`config.mk`:
```
export PLATFORM = sky130hd
export DESIGN_NAME = fsbp_status_protect
export DESIGN_NICKNAME = d
export VERILOG_FILES = /design/src/rtl/fsbp_pkg.sv /design/src/rtl/fsbp_range_check.sv /design/src/rtl/fsbp_status_protect.sv
export SDC_FILE = /design/constraint.sdc
export NUM_CORES = 1
export LEC_CHECK = 0
export ABC_AREA = 1
export BUFFER_PORTS_ARGS = -buffer_cell sky130_fd_sc_hd__buf_2
export CAP_MARGIN = 20
export CORE_MARGIN = 1.5
export CORE_UTILIZATION = 44
export CTS_CLUSTER_SIZE = 12
export DETAILED_ROUTE_END_ITERATION = 10
export HOLD_SLACK_MARGIN = 0.12
export MAX_ROUTING_LAYER = met4
export PLACE_DENSITY = 0.79
export RECOVER_POWER = 25
export SLEW_MARGIN = 20
export SYNTH_ARGS = -nofsm -noshare
export SYNTH_HDL_FRONTEND = slang
export SYNTH_SLANG_ARGS = --single-unit
```
`constraint.sdc`:
```
create_clock -name core_clk -period 2.4 [get_ports core_clk]
set_input_delay 0.24 -clock core_clk [delete_from_list [all_inputs] [get_ports core_clk]]
set_output_delay 0.24 -clock core_clk [all_outputs]
set_load 0.01 [all_outputs]
```
`src/rtl/fsbp_pkg.sv`:
```
package fsbp_pkg;

	// Clock period of the serial-interface domain
	localparam int CLK_PERIOD_NS = 50;

	// Internal status-write time; a least time, so it rounds up to whole cycles
	localparam int SR_WRITE_NS = 2000;
	localparam int SR_WRITE_CYC = (SR_WRITE_NS + CLK_PERIOD_NS - 1) / CLK_PERIOD_NS;

	// Status byte field positions
	localparam int SR_WIP_BIT = 0;
	localparam int SR_WEL_BIT = 1;
	localparam int SR_RANGE_B0_BIT = 2;
	localparam int SR_RANGE_B1_BIT = 3;
	localparam int SR_RANGE_B2_BIT = 4;
	localparam int SR_BOTTOM_BIT = 5;
	localparam int SR_RANGE_B3_BIT = 6;
	localparam int SR_WRDIS_BIT = 7;

	// Flag status byte field positions
	localparam int FSR_READY_BIT = 7;
	localparam int FSR_ERASE_ERR_BIT = 5;
	localparam int FSR_PROG_ERR_BIT = 4;
	localparam int FSR_PROT_ERR_BIT = 1;

	// Array geometry
	localparam int ADDR_W = 25;
	localparam logic [ADDR_W-1:0] ADDR_LAST = 25'h1ffffff;
	localparam int SECTOR_LSB = 16;
	localparam int SECTOR_W = 9;
	localparam int SECTOR_COUNT = 512;
	localparam logic [3:0] RANGE_NONE = 4'h0;
	localparam logic [3:0] RANGE_ALL_MIN = 4'ha;

	// Values after reset
	localparam logic NV_WRDIS_RST = 1'b0;
	localparam logic NV_BOTTOM_RST = 1'b0;
	localparam logic [3:0] NV_RANGE_RST = 4'h0;
	localparam logic WEL_RST = 1'b0;
	localparam logic [7:0] BYTE_RST = 8'h00;
	localparam logic [7:0] FLAG_RST = 8'h80;

	typedef enum logic [3:0] {
		FSBP_CMD_NONE,
		FSBP_CMD_READ_STATUS,
		FSBP_CMD_WRITE_STATUS,
		FSBP_CMD_WRITE_ENABLE,
		FSBP_CMD_WRITE_DISABLE,
		FSBP_CMD_READ_FLAG,
		FSBP_CMD_CLEAR_FLAG,
		FSBP_CMD_PROGRAM,
		FSBP_CMD_ERASE_4K,
		FSBP_CMD_ERASE_32K,
		FSBP_CMD_ERASE_64K,
		FSBP_CMD_ERASE_BULK
	} fsbp_cmd_code_t;

	// One decoded command from the serial front end
	typedef struct packed {
		logic valid;
		fsbp_cmd_code_t code;
		logic [ADDR_W-1:0] addr;
		logic [7:0] data;
	} fsbp_cmd_t;

	// Nonvolatile protection bits
	typedef struct packed {
		logic wr_dis;
		logic bottom;
		logic [3:0] range;
	} fsbp_nv_t;

	// Array operation handed to the program/erase engine
	typedef struct packed {
		logic start;
		fsbp_cmd_code_t code;
		logic [ADDR_W-1:0] addr;
	} fsbp_op_t;

endpackage : fsbp_pkg

```
`src/rtl/fsbp_range_check.sv`:
```
`timescale 1ns/1ns
`default_nettype none

module fsbp_range_check (
	// Protection settings
	input wire fsbp_pkg::fsbp_nv_t nv,
	// Sector under test
	input wire logic [fsbp_pkg::SECTOR_W-1:0] sector,
	// Result
	output logic hit,
	output logic any_set
);

	logic [fsbp_pkg::SECTOR_W:0] run_len;
	logic [fsbp_pkg::SECTOR_W:0] first_top;

	// Run of 1..256 sectors; codes from 1010 on cover the whole array
	always_comb begin
		run_len = (fsbp_pkg::SECTOR_W+1)'(1) << (nv.range - 4'h1);
		first_top = (fsbp_pkg::SECTOR_W+1)'(fsbp_pkg::SECTOR_COUNT) - run_len;
		any_set = (nv.range != fsbp_pkg::RANGE_NONE);
		if (!any_set) begin
			hit = 1'b0;
		end else if (nv.range >= fsbp_pkg::RANGE_ALL_MIN) begin
			hit = 1'b1;
		end else if (nv.bottom) begin
			hit = ({1'b0, sector} < run_len);
		end else begin
			hit = ({1'b0, sector} >= first_top);
		end
	end

endmodule : fsbp_range_check

`default_nettype wire

```
`src/rtl/fsbp_status_protect.sv`:
```
`timescale 1ns/1ns
`default_nettype none

// What this block does
// Read-status returns the status byte; write-status updates its writable bits.
// Bit 7 set with write-protect pin low freezes nonvolatile bits; status writes dropped.
// Only a high write-protect pin releases the frozen state; no command does.
// Bit 7 is nonvolatile, default 0 meaning status writes allowed.
// Bit 5 nonvolatile, default 0: protected run at top; 1 at bottom.
// Range code sits in bits 6,4,3,2, bit 6 most significant.
// Nonzero range code refuses program and erase into the protected area.
// Top anchor: codes 1..9 protect 1..256 sectors ending at 511; above, all.
// Bottom anchor: codes 1..9 protect 1..256 sectors from 0; above, all.
// Bulk erase runs only with a range code of zero.
// Volatile write-enable latch, clear at power-up, needed before any write.
// Bit 0 is busy during status write, program or erase; default 0.
// Bit 0 always equals the inverse of flag-status ready bit 7.
// Array is 0 to 01FFFFFFh: 512 x 64KB, 1024 x 32KB, 8192 x 4KB.
// Refused program or erase sets the protection error flag, bit 1.
// Refused operations leave the array alone; protection bits survive power cycles.
module fsbp_status_protect #(
	parameter int SR_WRITE_CYCLES = fsbp_pkg::SR_WRITE_CYC
) (
	// Clock and reset
	input wire logic core_clk,
	input wire logic rstn,
	// Write-protect pin, asynchronous
	input wire logic wp_pin,
	// Decoded commands
	input wire fsbp_pkg::fsbp_cmd_t cmd,
	// Nonvolatile cell image, restored after reset
	input wire fsbp_pkg::fsbp_nv_t nv_restore,
	// Array engine completion
	input wire logic array_done,
	// Read answers
	output logic [7:0] rd_data,
	output logic rd_valid,
	// Array operation request
	output fsbp_pkg::fsbp_op_t op,
	// Nonvolatile store request
	output logic nv_store,
	output fsbp_pkg::fsbp_nv_t nv_store_data,
	// Live status
	output logic [7:0] status_byte,
	output logic [7:0] flag_byte
);

	// The wait counter is 16 bits and must run at least once
	if (SR_WRITE_CYCLES < 1 || SR_WRITE_CYCLES > 65535) begin : g_bad_write_cycles
		$error("SR_WRITE_CYCLES out of range");
	end

	typedef enum logic [1:0] {
		FSBP_ST_LOAD,
		FSBP_ST_IDLE,
		FSBP_ST_SR_WRITE,
		FSBP_ST_ARRAY
	} fsbp_state_t;

	// Write-protect pin synchroniser
	// Resets to low, so a frozen register stays frozen until the pin is seen high
	logic wp_meta_r;
	logic wp_sync_r;

	always_ff @(posedge core_clk or negedge rstn) begin
		if (!rstn) begin
			wp_meta_r <= 1'b0;
			wp_sync_r <= 1'b0;
		end else begin
			wp_meta_r <= wp_pin;
			wp_sync_r <= wp_meta_r;
		end
	end

	// Control state
	fsbp_state_t state_r, state_nxt;
	fsbp_pkg::fsbp_nv_t nv_r, nv_nxt;
	logic wel_r, wel_nxt;
	logic prot_err_r, prot_err_nxt;
	logic [15:0] wait_cnt_r, wait_cnt_nxt;
	logic [7:0] rd_data_r, rd_data_nxt;
	logic rd_valid_r, rd_valid_nxt;
	fsbp_pkg::fsbp_op_t op_r, op_nxt;
	logic nv_store_r, nv_store_nxt;
	logic [7:0] status_r, status_nxt;
	logic [7:0] flag_r, flag_nxt;

	logic hw_locked;
	logic busy;
	logic range_hit;
	logic range_any;
	logic is_array_cmd;
	logic refuse;
	logic [7:0] cur_status;
	logic [7:0] cur_flag;

	// Sector number from the top address bits
	// Purely combinational, so the decision is ready in the taking cycle
	fsbp_range_check u_range (
		.nv(nv_r),
		.sector(cmd.addr[fsbp_pkg::SECTOR_LSB +: fsbp_pkg::SECTOR_W]),
		.hit(range_hit),
		.any_set(range_any)
	);

	// Pack the status byte from the live bits
	function automatic logic [7:0] pack_status(input fsbp_pkg::fsbp_nv_t nv, input logic wel, input logic wip);
		logic [7:0] b;
		b = fsbp_pkg::BYTE_RST;
		b[fsbp_pkg::SR_WRDIS_BIT] = nv.wr_dis;
		b[fsbp_pkg::SR_RANGE_B3_BIT] = nv.range[3];
		b[fsbp_pkg::SR_BOTTOM_BIT] = nv.bottom;
		b[fsbp_pkg::SR_RANGE_B2_BIT] = nv.range[2];
		b[fsbp_pkg::SR_RANGE_B1_BIT] = nv.range[1];
		b[fsbp_pkg::SR_RANGE_B0_BIT] = nv.range[0];
		b[fsbp_pkg::SR_WEL_BIT] = wel;
		b[fsbp_pkg::SR_WIP_BIT] = wip;
		return b;
	endfunction : pack_status

	// Pack the flag byte; error bits follow the type of the last array command
	function automatic logic [7:0] pack_flag(input logic wip, input logic prot_err, input fsbp_pkg::fsbp_cmd_code_t code);
		logic [7:0] f;
		f = fsbp_pkg::BYTE_RST;
		f[fsbp_pkg::FSR_READY_BIT] = !wip;
		f[fsbp_pkg::FSR_PROT_ERR_BIT] = prot_err;
		f[fsbp_pkg::FSR_PROG_ERR_BIT] = prot_err && code == fsbp_pkg::FSBP_CMD_PROGRAM;
		f[fsbp_pkg::FSR_ERASE_ERR_BIT] = prot_err && code != fsbp_pkg::FSBP_CMD_PROGRAM;
		return f;
	endfunction : pack_flag

	// Both bytes derive from one busy term so they cannot disagree
	always_comb begin
		busy = (state_r == FSBP_ST_SR_WRITE) || (state_r == FSBP_ST_ARRAY);
		hw_locked = nv_r.wr_dis && !wp_sync_r;
		cur_status = pack_status(nv_r, wel_r, busy);
		cur_flag = pack_flag(busy, prot_err_r, op_r.code);
		// Array commands share the enable and protection checks
		is_array_cmd = (cmd.code == fsbp_pkg::FSBP_CMD_PROGRAM) || (cmd.code == fsbp_pkg::FSBP_CMD_ERASE_4K)
			|| (cmd.code == fsbp_pkg::FSBP_CMD_ERASE_32K) || (cmd.code == fsbp_pkg::FSBP_CMD_ERASE_64K)
			|| (cmd.code == fsbp_pkg::FSBP_CMD_ERASE_BULK);
		// Bulk erase looks at the code alone, not at the addressed sector
		if (cmd.code == fsbp_pkg::FSBP_CMD_ERASE_BULK) begin
			refuse = range_any;
		end else begin
			refuse = range_hit || (cmd.addr > fsbp_pkg::ADDR_LAST);
		end
	end

	// Command handling and sequencing
	always_comb begin
		state_nxt = state_r;
		nv_nxt = nv_r;
		wel_nxt = wel_r;
		prot_err_nxt = prot_err_r;
		wait_cnt_nxt = wait_cnt_r;
		op_nxt = op_r;
		op_nxt.start = 1'b0;
		nv_store_nxt = 1'b0;
		unique case (state_r)
			FSBP_ST_LOAD: begin
				// Cells are caught once after release, never under reset
				nv_nxt = nv_restore;
				state_nxt = FSBP_ST_IDLE;
			end
			FSBP_ST_SR_WRITE: begin
				// Counts down the internal write time
				if (wait_cnt_r == 16'h0001) begin
					state_nxt = FSBP_ST_IDLE;
				end
				wait_cnt_nxt = wait_cnt_r - 16'h0001;
			end
			FSBP_ST_ARRAY: begin
				// The engine owns the array until it reports done
				if (array_done) begin
					state_nxt = FSBP_ST_IDLE;
				end
			end
			FSBP_ST_IDLE: begin
				if (cmd.valid) begin
					// One command a cycle, so a flag clear never meets a set
					unique case (cmd.code)
						fsbp_pkg::FSBP_CMD_WRITE_ENABLE: wel_nxt = 1'b1;
						fsbp_pkg::FSBP_CMD_WRITE_DISABLE: wel_nxt = 1'b0;
						fsbp_pkg::FSBP_CMD_CLEAR_FLAG: prot_err_nxt = 1'b0;
						fsbp_pkg::FSBP_CMD_WRITE_STATUS: begin
							// Latch is spent even when the write is dropped
							wel_nxt = 1'b0;
							if (wel_r && !hw_locked) begin
								nv_nxt.wr_dis = cmd.data[fsbp_pkg::SR_WRDIS_BIT];
								nv_nxt.bottom = cmd.data[fsbp_pkg::SR_BOTTOM_BIT];
								nv_nxt.range = {cmd.data[fsbp_pkg::SR_RANGE_B3_BIT],
									cmd.data[fsbp_pkg::SR_RANGE_B2_BIT],
									cmd.data[fsbp_pkg::SR_RANGE_B1_BIT],
									cmd.data[fsbp_pkg::SR_RANGE_B0_BIT]};
								// Cells take the new bits while busy stands
								nv_store_nxt = 1'b1;
								wait_cnt_nxt = 16'(SR_WRITE_CYCLES);
								state_nxt = FSBP_ST_SR_WRITE;
							end
						end
						default: begin
							if (is_array_cmd) begin
								wel_nxt = 1'b0;
								op_nxt.code = cmd.code;
								op_nxt.addr = cmd.addr;
								if (wel_r && refuse) begin
									prot_err_nxt = 1'b1;
								end else if (wel_r) begin
									op_nxt.start = 1'b1;
									state_nxt = FSBP_ST_ARRAY;
								end
							end
						end
					endcase
				end
			end
		endcase
	end

	// Read answers; served in every state but load so a host can poll busy
	always_comb begin
		rd_data_nxt = rd_data_r;
		rd_valid_nxt = 1'b0;
		if (cmd.valid && state_r != FSBP_ST_LOAD) begin
			if (cmd.code == fsbp_pkg::FSBP_CMD_READ_STATUS) begin
				rd_data_nxt = cur_status;
				rd_valid_nxt = 1'b1;
			end else if (cmd.code == fsbp_pkg::FSBP_CMD_READ_FLAG) begin
				rd_data_nxt = cur_flag;
				rd_valid_nxt = 1'b1;
			end
		end
	end

	// Live bytes follow the next state, so they turn on the same edge as busy
	always_comb begin
		status_nxt = pack_status(nv_nxt, wel_nxt,
			(state_nxt == FSBP_ST_SR_WRITE) || (state_nxt == FSBP_ST_ARRAY));
		flag_nxt = pack_flag(status_nxt[fsbp_pkg::SR_WIP_BIT], prot_err_nxt, op_nxt.code);
	end

	// Control registers
	always_ff @(posedge core_clk or negedge rstn) begin
		if (!rstn) begin
			state_r <= FSBP_ST_LOAD;
			nv_r <= '{wr_dis: fsbp_pkg::NV_WRDIS_RST, bottom: fsbp_pkg::NV_BOTTOM_RST,
				range: fsbp_pkg::NV_RANGE_RST};
			wel_r <= fsbp_pkg::WEL_RST;
			prot_err_r <= 1'b0;
			wait_cnt_r <= 16'h0000;
			op_r <= '{start: 1'b0, code: fsbp_pkg::FSBP_CMD_NONE, addr: '0};
			nv_store_r <= 1'b0;
		end else begin
			state_r <= state_nxt;
			nv_r <= nv_nxt;
			wel_r <= wel_nxt;
			prot_err_r <= prot_err_nxt;
			wait_cnt_r <= wait_cnt_nxt;
			op_r <= op_nxt;
			nv_store_r <= nv_store_nxt;
		end
	end

	// Read answer registers
	always_ff @(posedge core_clk or negedge rstn) begin
		if (!rstn) begin
			rd_data_r <= fsbp_pkg::BYTE_RST;
			rd_valid_r <= 1'b0;
		end else begin
			rd_data_r <= rd_data_nxt;
			rd_valid_r <= rd_valid_nxt;
		end
	end

	// Live byte registers; the flag byte reads ready while held in reset
	always_ff @(posedge core_clk or negedge rstn) begin
		if (!rstn) begin
			status_r <= fsbp_pkg::BYTE_RST;
			flag_r <= fsbp_pkg::FLAG_RST;
		end else begin
			status_r <= status_nxt;
			flag_r <= flag_nxt;
		end
	end

	// Outputs straight from flip-flops
	assign rd_data = rd_data_r;
	assign rd_valid = rd_valid_r;
	assign op = op_r;
	assign nv_store = nv_store_r;
	assign nv_store_data = nv_r;
	assign status_byte = status_r;
	assign flag_byte = flag_r;

endmodule : fsbp_status_protect

`default_nettype wire

```
==> impl_metrics.yaml, run 1 <==
yosys:
  synthTopCellsByArea: "dfrtp_1 (44%), nand2_1 (9.0%), mux2_2 (6.8%)"
  yosysTopAreaCellShare_pct: 44.3
  yosysSeqAreaShare_pct: 44.9
  yosys_warnings: 0
  synth_edf_count: 0
  ys.flop_type: "dfrtp_1"
  async_flop_share_pct: 100
  synth.distinct_cells: 44
  syn-cell-area_mm2: 0.00396
  synthCells: 451
  ys_ff_latch: 71
  avgSynthCellArea_um2: 8.77
  yosys.area.top_type: "dfrtp_1"
setup_path:
  crit_start: "status_byte[2]"
  cp-start-kind: "register"
  cp.arrival_ps: 2730
  r2r_start: "status_byte[2]"
  endpoint_kind: "register"
  crit_type: "reg2reg"
  cp_slowest_stage_delay_ps: 440
  crit_top_cell: "nand2_1"
  crit_fanout: 3
  cp_slowest_cell: "dfrtp_1"
  worstPathCellList: "inv_2 -> nor2_4 -> nand2_2 -> ha_4 -> buf_4 -> xor2_2 -> ha_1 -> nand2_1 -> nand2_1 -> a21oi_2 -> nand2_1 -> nand2_1 -> nand2_1 -> nand2_1 -> nand2_1 -> nand2_1 -> nand2_2 -> nand2_2 -> nand2_4 -> a21oi_2"
  worst-endpoint-required_ps: 2680
  r2r.worst_path.cells: 20
placement:
  dpl.hpwl_mm: 7.24
  gp_congestion: 0.903
  dpl_worst_slack_ps: -113
  port_buffers: 103
grt:
  grt_max_degree: 72
  use_met2_pct: 38.4
  grt_usage_pct: 22.5
  grt_use_met3_pct: 4.37
  grt_pass1_wl_mm: 16.7
  antenna_found_initial: 0
  overflow: 0
  grt.busiest_layer: "met2"
  grt_use_met1_pct: 25.9
  first_global_vias: 3703
drt:
  drt_iter0_drc: 157
  drt_pre_antenna_iters: 4
  vias: 3578
  ant_nets: 0
  routed_wl_mm: 10.2
  viasPerCell: 5.03
  wl_per_cell_um: 14.3
  drc: 0
final_layout:
  final_nets: 666
  syn2layout_area_growth_pct: 32.8
  drive_above_1_share_pct: 36.5
  antenna_cells: 0
sta:
  final-setup-viol-count: 3
  tightest_slew_ps: 1560
  relSlewSlack_pct: -3.72
  setup_ws_ps: -48.9
  fin_setup_tns_ps: -51.0
  fin_skew_ps: 15.5
  fmax_ghz: 0.408
  drv_slew: 72
  min_period_over_period_pct: 102
  rsz0062_at_grt: "true"
  min_period_ps: 2450
  hold_viol_final: 0
clock_tree:
  clkTransAtPathRegs_ps: 90
  insertion_delay_ps: 360
  cts_made_buffers: 9
  clockBufferDepth: 2
  cts_num_sinks: 71
  cts-root-buf: "clkbuf_8"
  h-tree-depth: 3
  cts_tree: "built"
run:
  cap_violations: 1
run_status:
  violations: "capacitance limit, slew limit, setup timing"
  outcome: "complete, but fails checks"
min_path:
  holdPathStages: 3
  min_from: "nv_restore[0]"
  hold_class: "in2reg"
die:
  io_pins: 110
  core_area_mm2: 0.00872
  start_util_pct: 45.4
  die_w_um: 97.8
  rows: 34
  die_h_um: 97.8
  dieArea_mm2: 0.00957
power:
  p_per_area_mw_per_mm2: 795
  power_leakage_uw: 0.00277
  finalPower_uw: 4170
  peakVddDrop_mv: 0.454
sequential cells by signal (all words and copies together), names as in the netlist:
name	flops
status_byte	6
op	30
flag_byte	4
wp_sync_r	1
nv_store	1
nv_store_data	1
rd_data	8
wait_cnt_r	16
rd_valid	1
state_r	2
wp_meta_r	1
critical path: cells and delay by family (launching register included):
kind	cells	cell delay (ps)
simple gates	13	880
flops	1	440
fa+ha+maj	2	350
compound gates	2	310
buf+inv	2	220
xor+xnor	1	160
cells in the mapped netlist (2+ instances only):
cell type	instances
nand4_1	4
ha_1	20
nand2_4	3
nor2_1	51
o31ai_1	4
mux2_2	24
buf_4	13
dfrtp_1	70
o21ai_2	2
o211ai_1	6
nor2_4	5
buf_2	3
xor2_1	2
inv_1	57
o21bai_1	2
o22ai_1	3
o21ai_0	18
nand3_1	10
nand2_1	95
a21oi_1	21
nor4_1	2
inv_2	3
nor3_1	10
nand2_2	3
worst paths after layout:
kind,slack [ps],endpoint
max,-50,state_r[1]
min reg2reg,350,wp_sync_r
max reg2reg,-50,state_r[1]
min,130,status_byte[2]
max in group asynchronous,470,status_byte[3]
min in group asynchronous,910,op[5]
kinds of logic after synthesis:
| family | after synthesis | synth area share (%) |
|---|---|---|
| flops | 71 | 44.9 |
| xor+xnor | 2 | 0.443 |
| fa+ha+maj | 20 | 6.33 |
| simple gates | 190 | 22.4 |
| other cells | 1 | 0.0948 |
| compound gates | 64 | 9.74 |
| buf+inv | 78 | 8.95 |
| mux | 25 | 7.08 |
timing repair:
item                       in CTS  in global routing
hold endpoints to repair       91                  0
pin swaps                       2                 11
hold buffers                   25                  0
setup buffers                   3                  2
setup endpoints to repair       6                  7
gates resized for setup         6                 37
metal layers:
metal,part of all wire [%],wire (µm),vias to the layer above
li1,-,-,1760
met1,42,4260,1673
met2,51,5170,124
met3,4.9,501,21
met4,2.4,242,0
met5,0,0,-
cell usage in the layout (no fill, tap or decap), types with 5 or more instances in the layout:
cell type	count
inv_1	53
ha_1	19
dlygate4sd3_1	25
inv_2	7
nand2_4	5
nand2_1	87
nor2_4	12
a21oi_1	18
nand2_2	9
nor2_1	42
clkbuf_8	9
nor3_1	10
buf_2	104
mux2_2	24
o211ai_1	6
nand3_1	9
o21ai_0	17
dfrtp_1	69
buf_4	20
where the power goes:
| group | internal (µW) | total, µW | switching (µW) |
|---|---|---|---|
| clock | 490 | 988 | 499 |
| combinational | 720 | 1630 | 913 |
| sequential | 1400 | 1550 | 149 |
| total | 2610 | 4170 | 1560 |
layout make-up:
class	count	area [µm²]
Sequential cell	71	1780
Clock buffer	9	124
Inverter	61	230
Fill cell	740	3470
Clock inverter	7	80.1
Tap cell	108	135
Timing Repair Buffer	150	932
Multi-Input combinational cell	305	1970
metrics by stage:
stage / hold slack, ps / util [%] / std cells / instance area [µm²]
2_1_floorplan: -55.6 / - / 454 / 3970
3_3_place_gp: 294 / 53.2 / 666 / 4640
3_5_place_dp: 299 / 53.2 / 666 / 4640
4_1_cts: 124 / 58.9 / 710 / 5130
5_1_grt: 137 / 60.2 / 711 / 5250
6_report: 130 / 60.2 / 711 / 5250
No activity file was read; power rests on OpenSTA's default activity.
==> run 2, diff against run 1 <==
Settings changed: CORE_UTILIZATION 44 to 45, CTS_BUF_LIST set to sky130_fd_sc_hd__clkbuf_4, PLACE_DENSITY 0.79 to 0.8.
==> run 2 against run 1 <==
  * The run ends with setup timing left
  * Global-route usage rose by 0.64 points
  * Worst hold slack gained 44 ps
  * Sequential cell count unchanged
  * Total power down 3.9%
  * Sequential power about the same
  * Maximum frequency rose by 0.30%
  * Highest routed layer unchanged
==> impl_metrics.yaml, run 2 (same netlist as run 1, synthesis figures left out) <==
drt:
  routed_wl_mm: 10.6
  drt_iter0_drc: 169
  drt_pre_antenna_iters: 4
  drc: 0
  wl_per_cell_um: 14.5
  vias: 3707
  ant_nets: 0
  viasPerCell: 5.09
run_status:
  violations: "setup timing"
  outcome: "complete, but fails checks"
grt:
  overflow: 0
  antenna_found_initial: 0
  grt_usage_pct: 23.2
  grt_max_degree: 31
  grt_pass1_wl_mm: 16.8
  first_global_vias: 3590
sta:
  rsz0062_at_grt: "true"
  fin_setup_tns_ps: -47.5
  setup_ws_ps: -41.6
  fin_skew_ps: 14.0
  min_period_over_period_pct: 102
  final-setup-viol-count: 3
  fmax_ghz: 0.410
  tightest_slew_ps: 1230
  relSlewSlack_pct: 17.8
  drv_slew: 0
  min_period_ps: 2440
  whs_ps: 175
  hold_viol_final: 0
clock_tree:
  cts_num_sinks: 71
  insertion_delay_ps: 430
  cts-root-buf: "clkbuf_4"
  clockBufferDepth: 2
  cts_made_buffers: 9
  h-tree-depth: 3
  clkTransAtPathRegs_ps: 130
  cts_tree: "built"
die:
  io_pins: 110
  rows: 34
  die_w_um: 96.8
  start_util_pct: 45.8
  dieArea_mm2: 0.00936
  core_area_mm2: 0.00864
  die_h_um: 96.8
placement:
  dpl.hpwl_mm: 7.44
  port_buffers: 103
  dpl_worst_slack_ps: -72.6
  gp_congestion: 0.878
final_layout:
  multi_input_area_mm2: 0.00192
  syn2layout_area_growth_pct: 34.3
  final-seq-area_mm2: 0.00178
  antenna_cells: 0
  largest_reg_flops: 30
  drive_above_1_share_pct: 34.4
  mostFrequentLayoutCell: "buf_2"
  layout_common_cells: "buf_2 (102), nand2_1 (89), dfrtp_1 (69), inv_1 (53), nor2_1 (44)"
  final_nets: 683
  fillers: 686
  final_util_pct: 61.5
run:
  cap_violations: 0
setup_path:
  cp.arrival_ps: 2790
  cp-start-kind: "register"
  worst-endpoint-required_ps: 2750
  endpoint_kind: "register"
  crit_type: "reg2reg"
  crit_fanout: 4
power:
  peakVddDrop_mv: 0.386
  p_per_area_mw_per_mm2: 755
  finalPower_uw: 4010
  power_leakage_uw: 0.00280
min_path:
  hold_class: "in2reg"
-- run 2: changes by cell type in the layout (fill, tap and decap cells not counted), moves of 2 or more --
cell and delta:
dlygate4sd3_1 +16, clkbuf_8 -9, nand2_1 +2, nor2_4 -5, nor2_1 +2, clkbuf_4 +9, nor2_2 +3, buf_2 -2
-- run 2: timing repair --
action                                  in CTS  in global routing
pin swaps                                    2                 12
buffers inserted                             2                  1
resized for setup                            7                 23
hold buffers                                41                  0
endpoints found under the setup margin       6                 11
endpoints found under the hold margin       54                  0
-- run 2: per-layer routing --
layer  GRT usage (%)  vias to the layer above  routed length, µm
li1                -                     1786                  -
met2            38.1                      158               5350
met3            3.68                       29                605
met5               -                        -                  0
met1            27.8                     1734               4250
met4            11.5                        0                362
-- run 2: worst paths after layout --
| path | cells after the start | endpoint | slack, ps | startpoint |
|---|---|---|---|---|
| min | 3 | op[26] | 170 | cmd[34] |
| max reg2reg | 22 | state_r[1] | -40 | status_byte[3] |
| max in group asynchronous | 3 | status_byte[2] | 390 | rstn |
| max | 22 | state_r[1] | -40 | status_byte[3] |
| min reg2reg | 0 | wp_sync_r | 360 | wp_meta_r |
| min in group asynchronous | 2 | op[2] | 580 | rstn |
-- run 2: area by class of cell --
type,count,area share (%)
multi-input combinational,305,36.1
sequential,71,33.5
timing repair buffer,167,20.7
inverter,61,4.33
tap,108,2.54
clock inverter,7,1.53
clock buffer,9,1.27
-- run 2: power breakdown --
group	leakage [µW]	internal (µW)	total, µW	switching, µW
Combinational	0.00186	752	1650	902
Sequential	0.000864	1400	1550	151
Clock	0.0000771	329	805	476
Total	0.00280	2480	4010	1530
-- run 2: worst max-delay path: stages, from the launching register on --
cell and delay (ps):
dfrtp_1 450, inv_2 70, nor2_4 120, nand2_2 90
ha_4 180, inv_2 50, nor2_2 40, nand2_1 60
o21ai_1 60, ha_1 300, nand2_2 70, inv_1 50
a21oi_2 130, nand2_1 60, nand2_1 60, nand2_1 60
nand2_1 60, nand2_1 50, nand2_1 60, nand2_2 70
nand2_2 80, nand2_4 60, a21oi_2 150
-- run 2: per-stage QoR --
step	area [µm²]	instances
6_report	5310	728
5_1_grt	5310	728
4_1_cts	5250	727
3_5_place_dp	4660	668
3_3_place_gp	4660	668
2_1_floorplan	3970	454
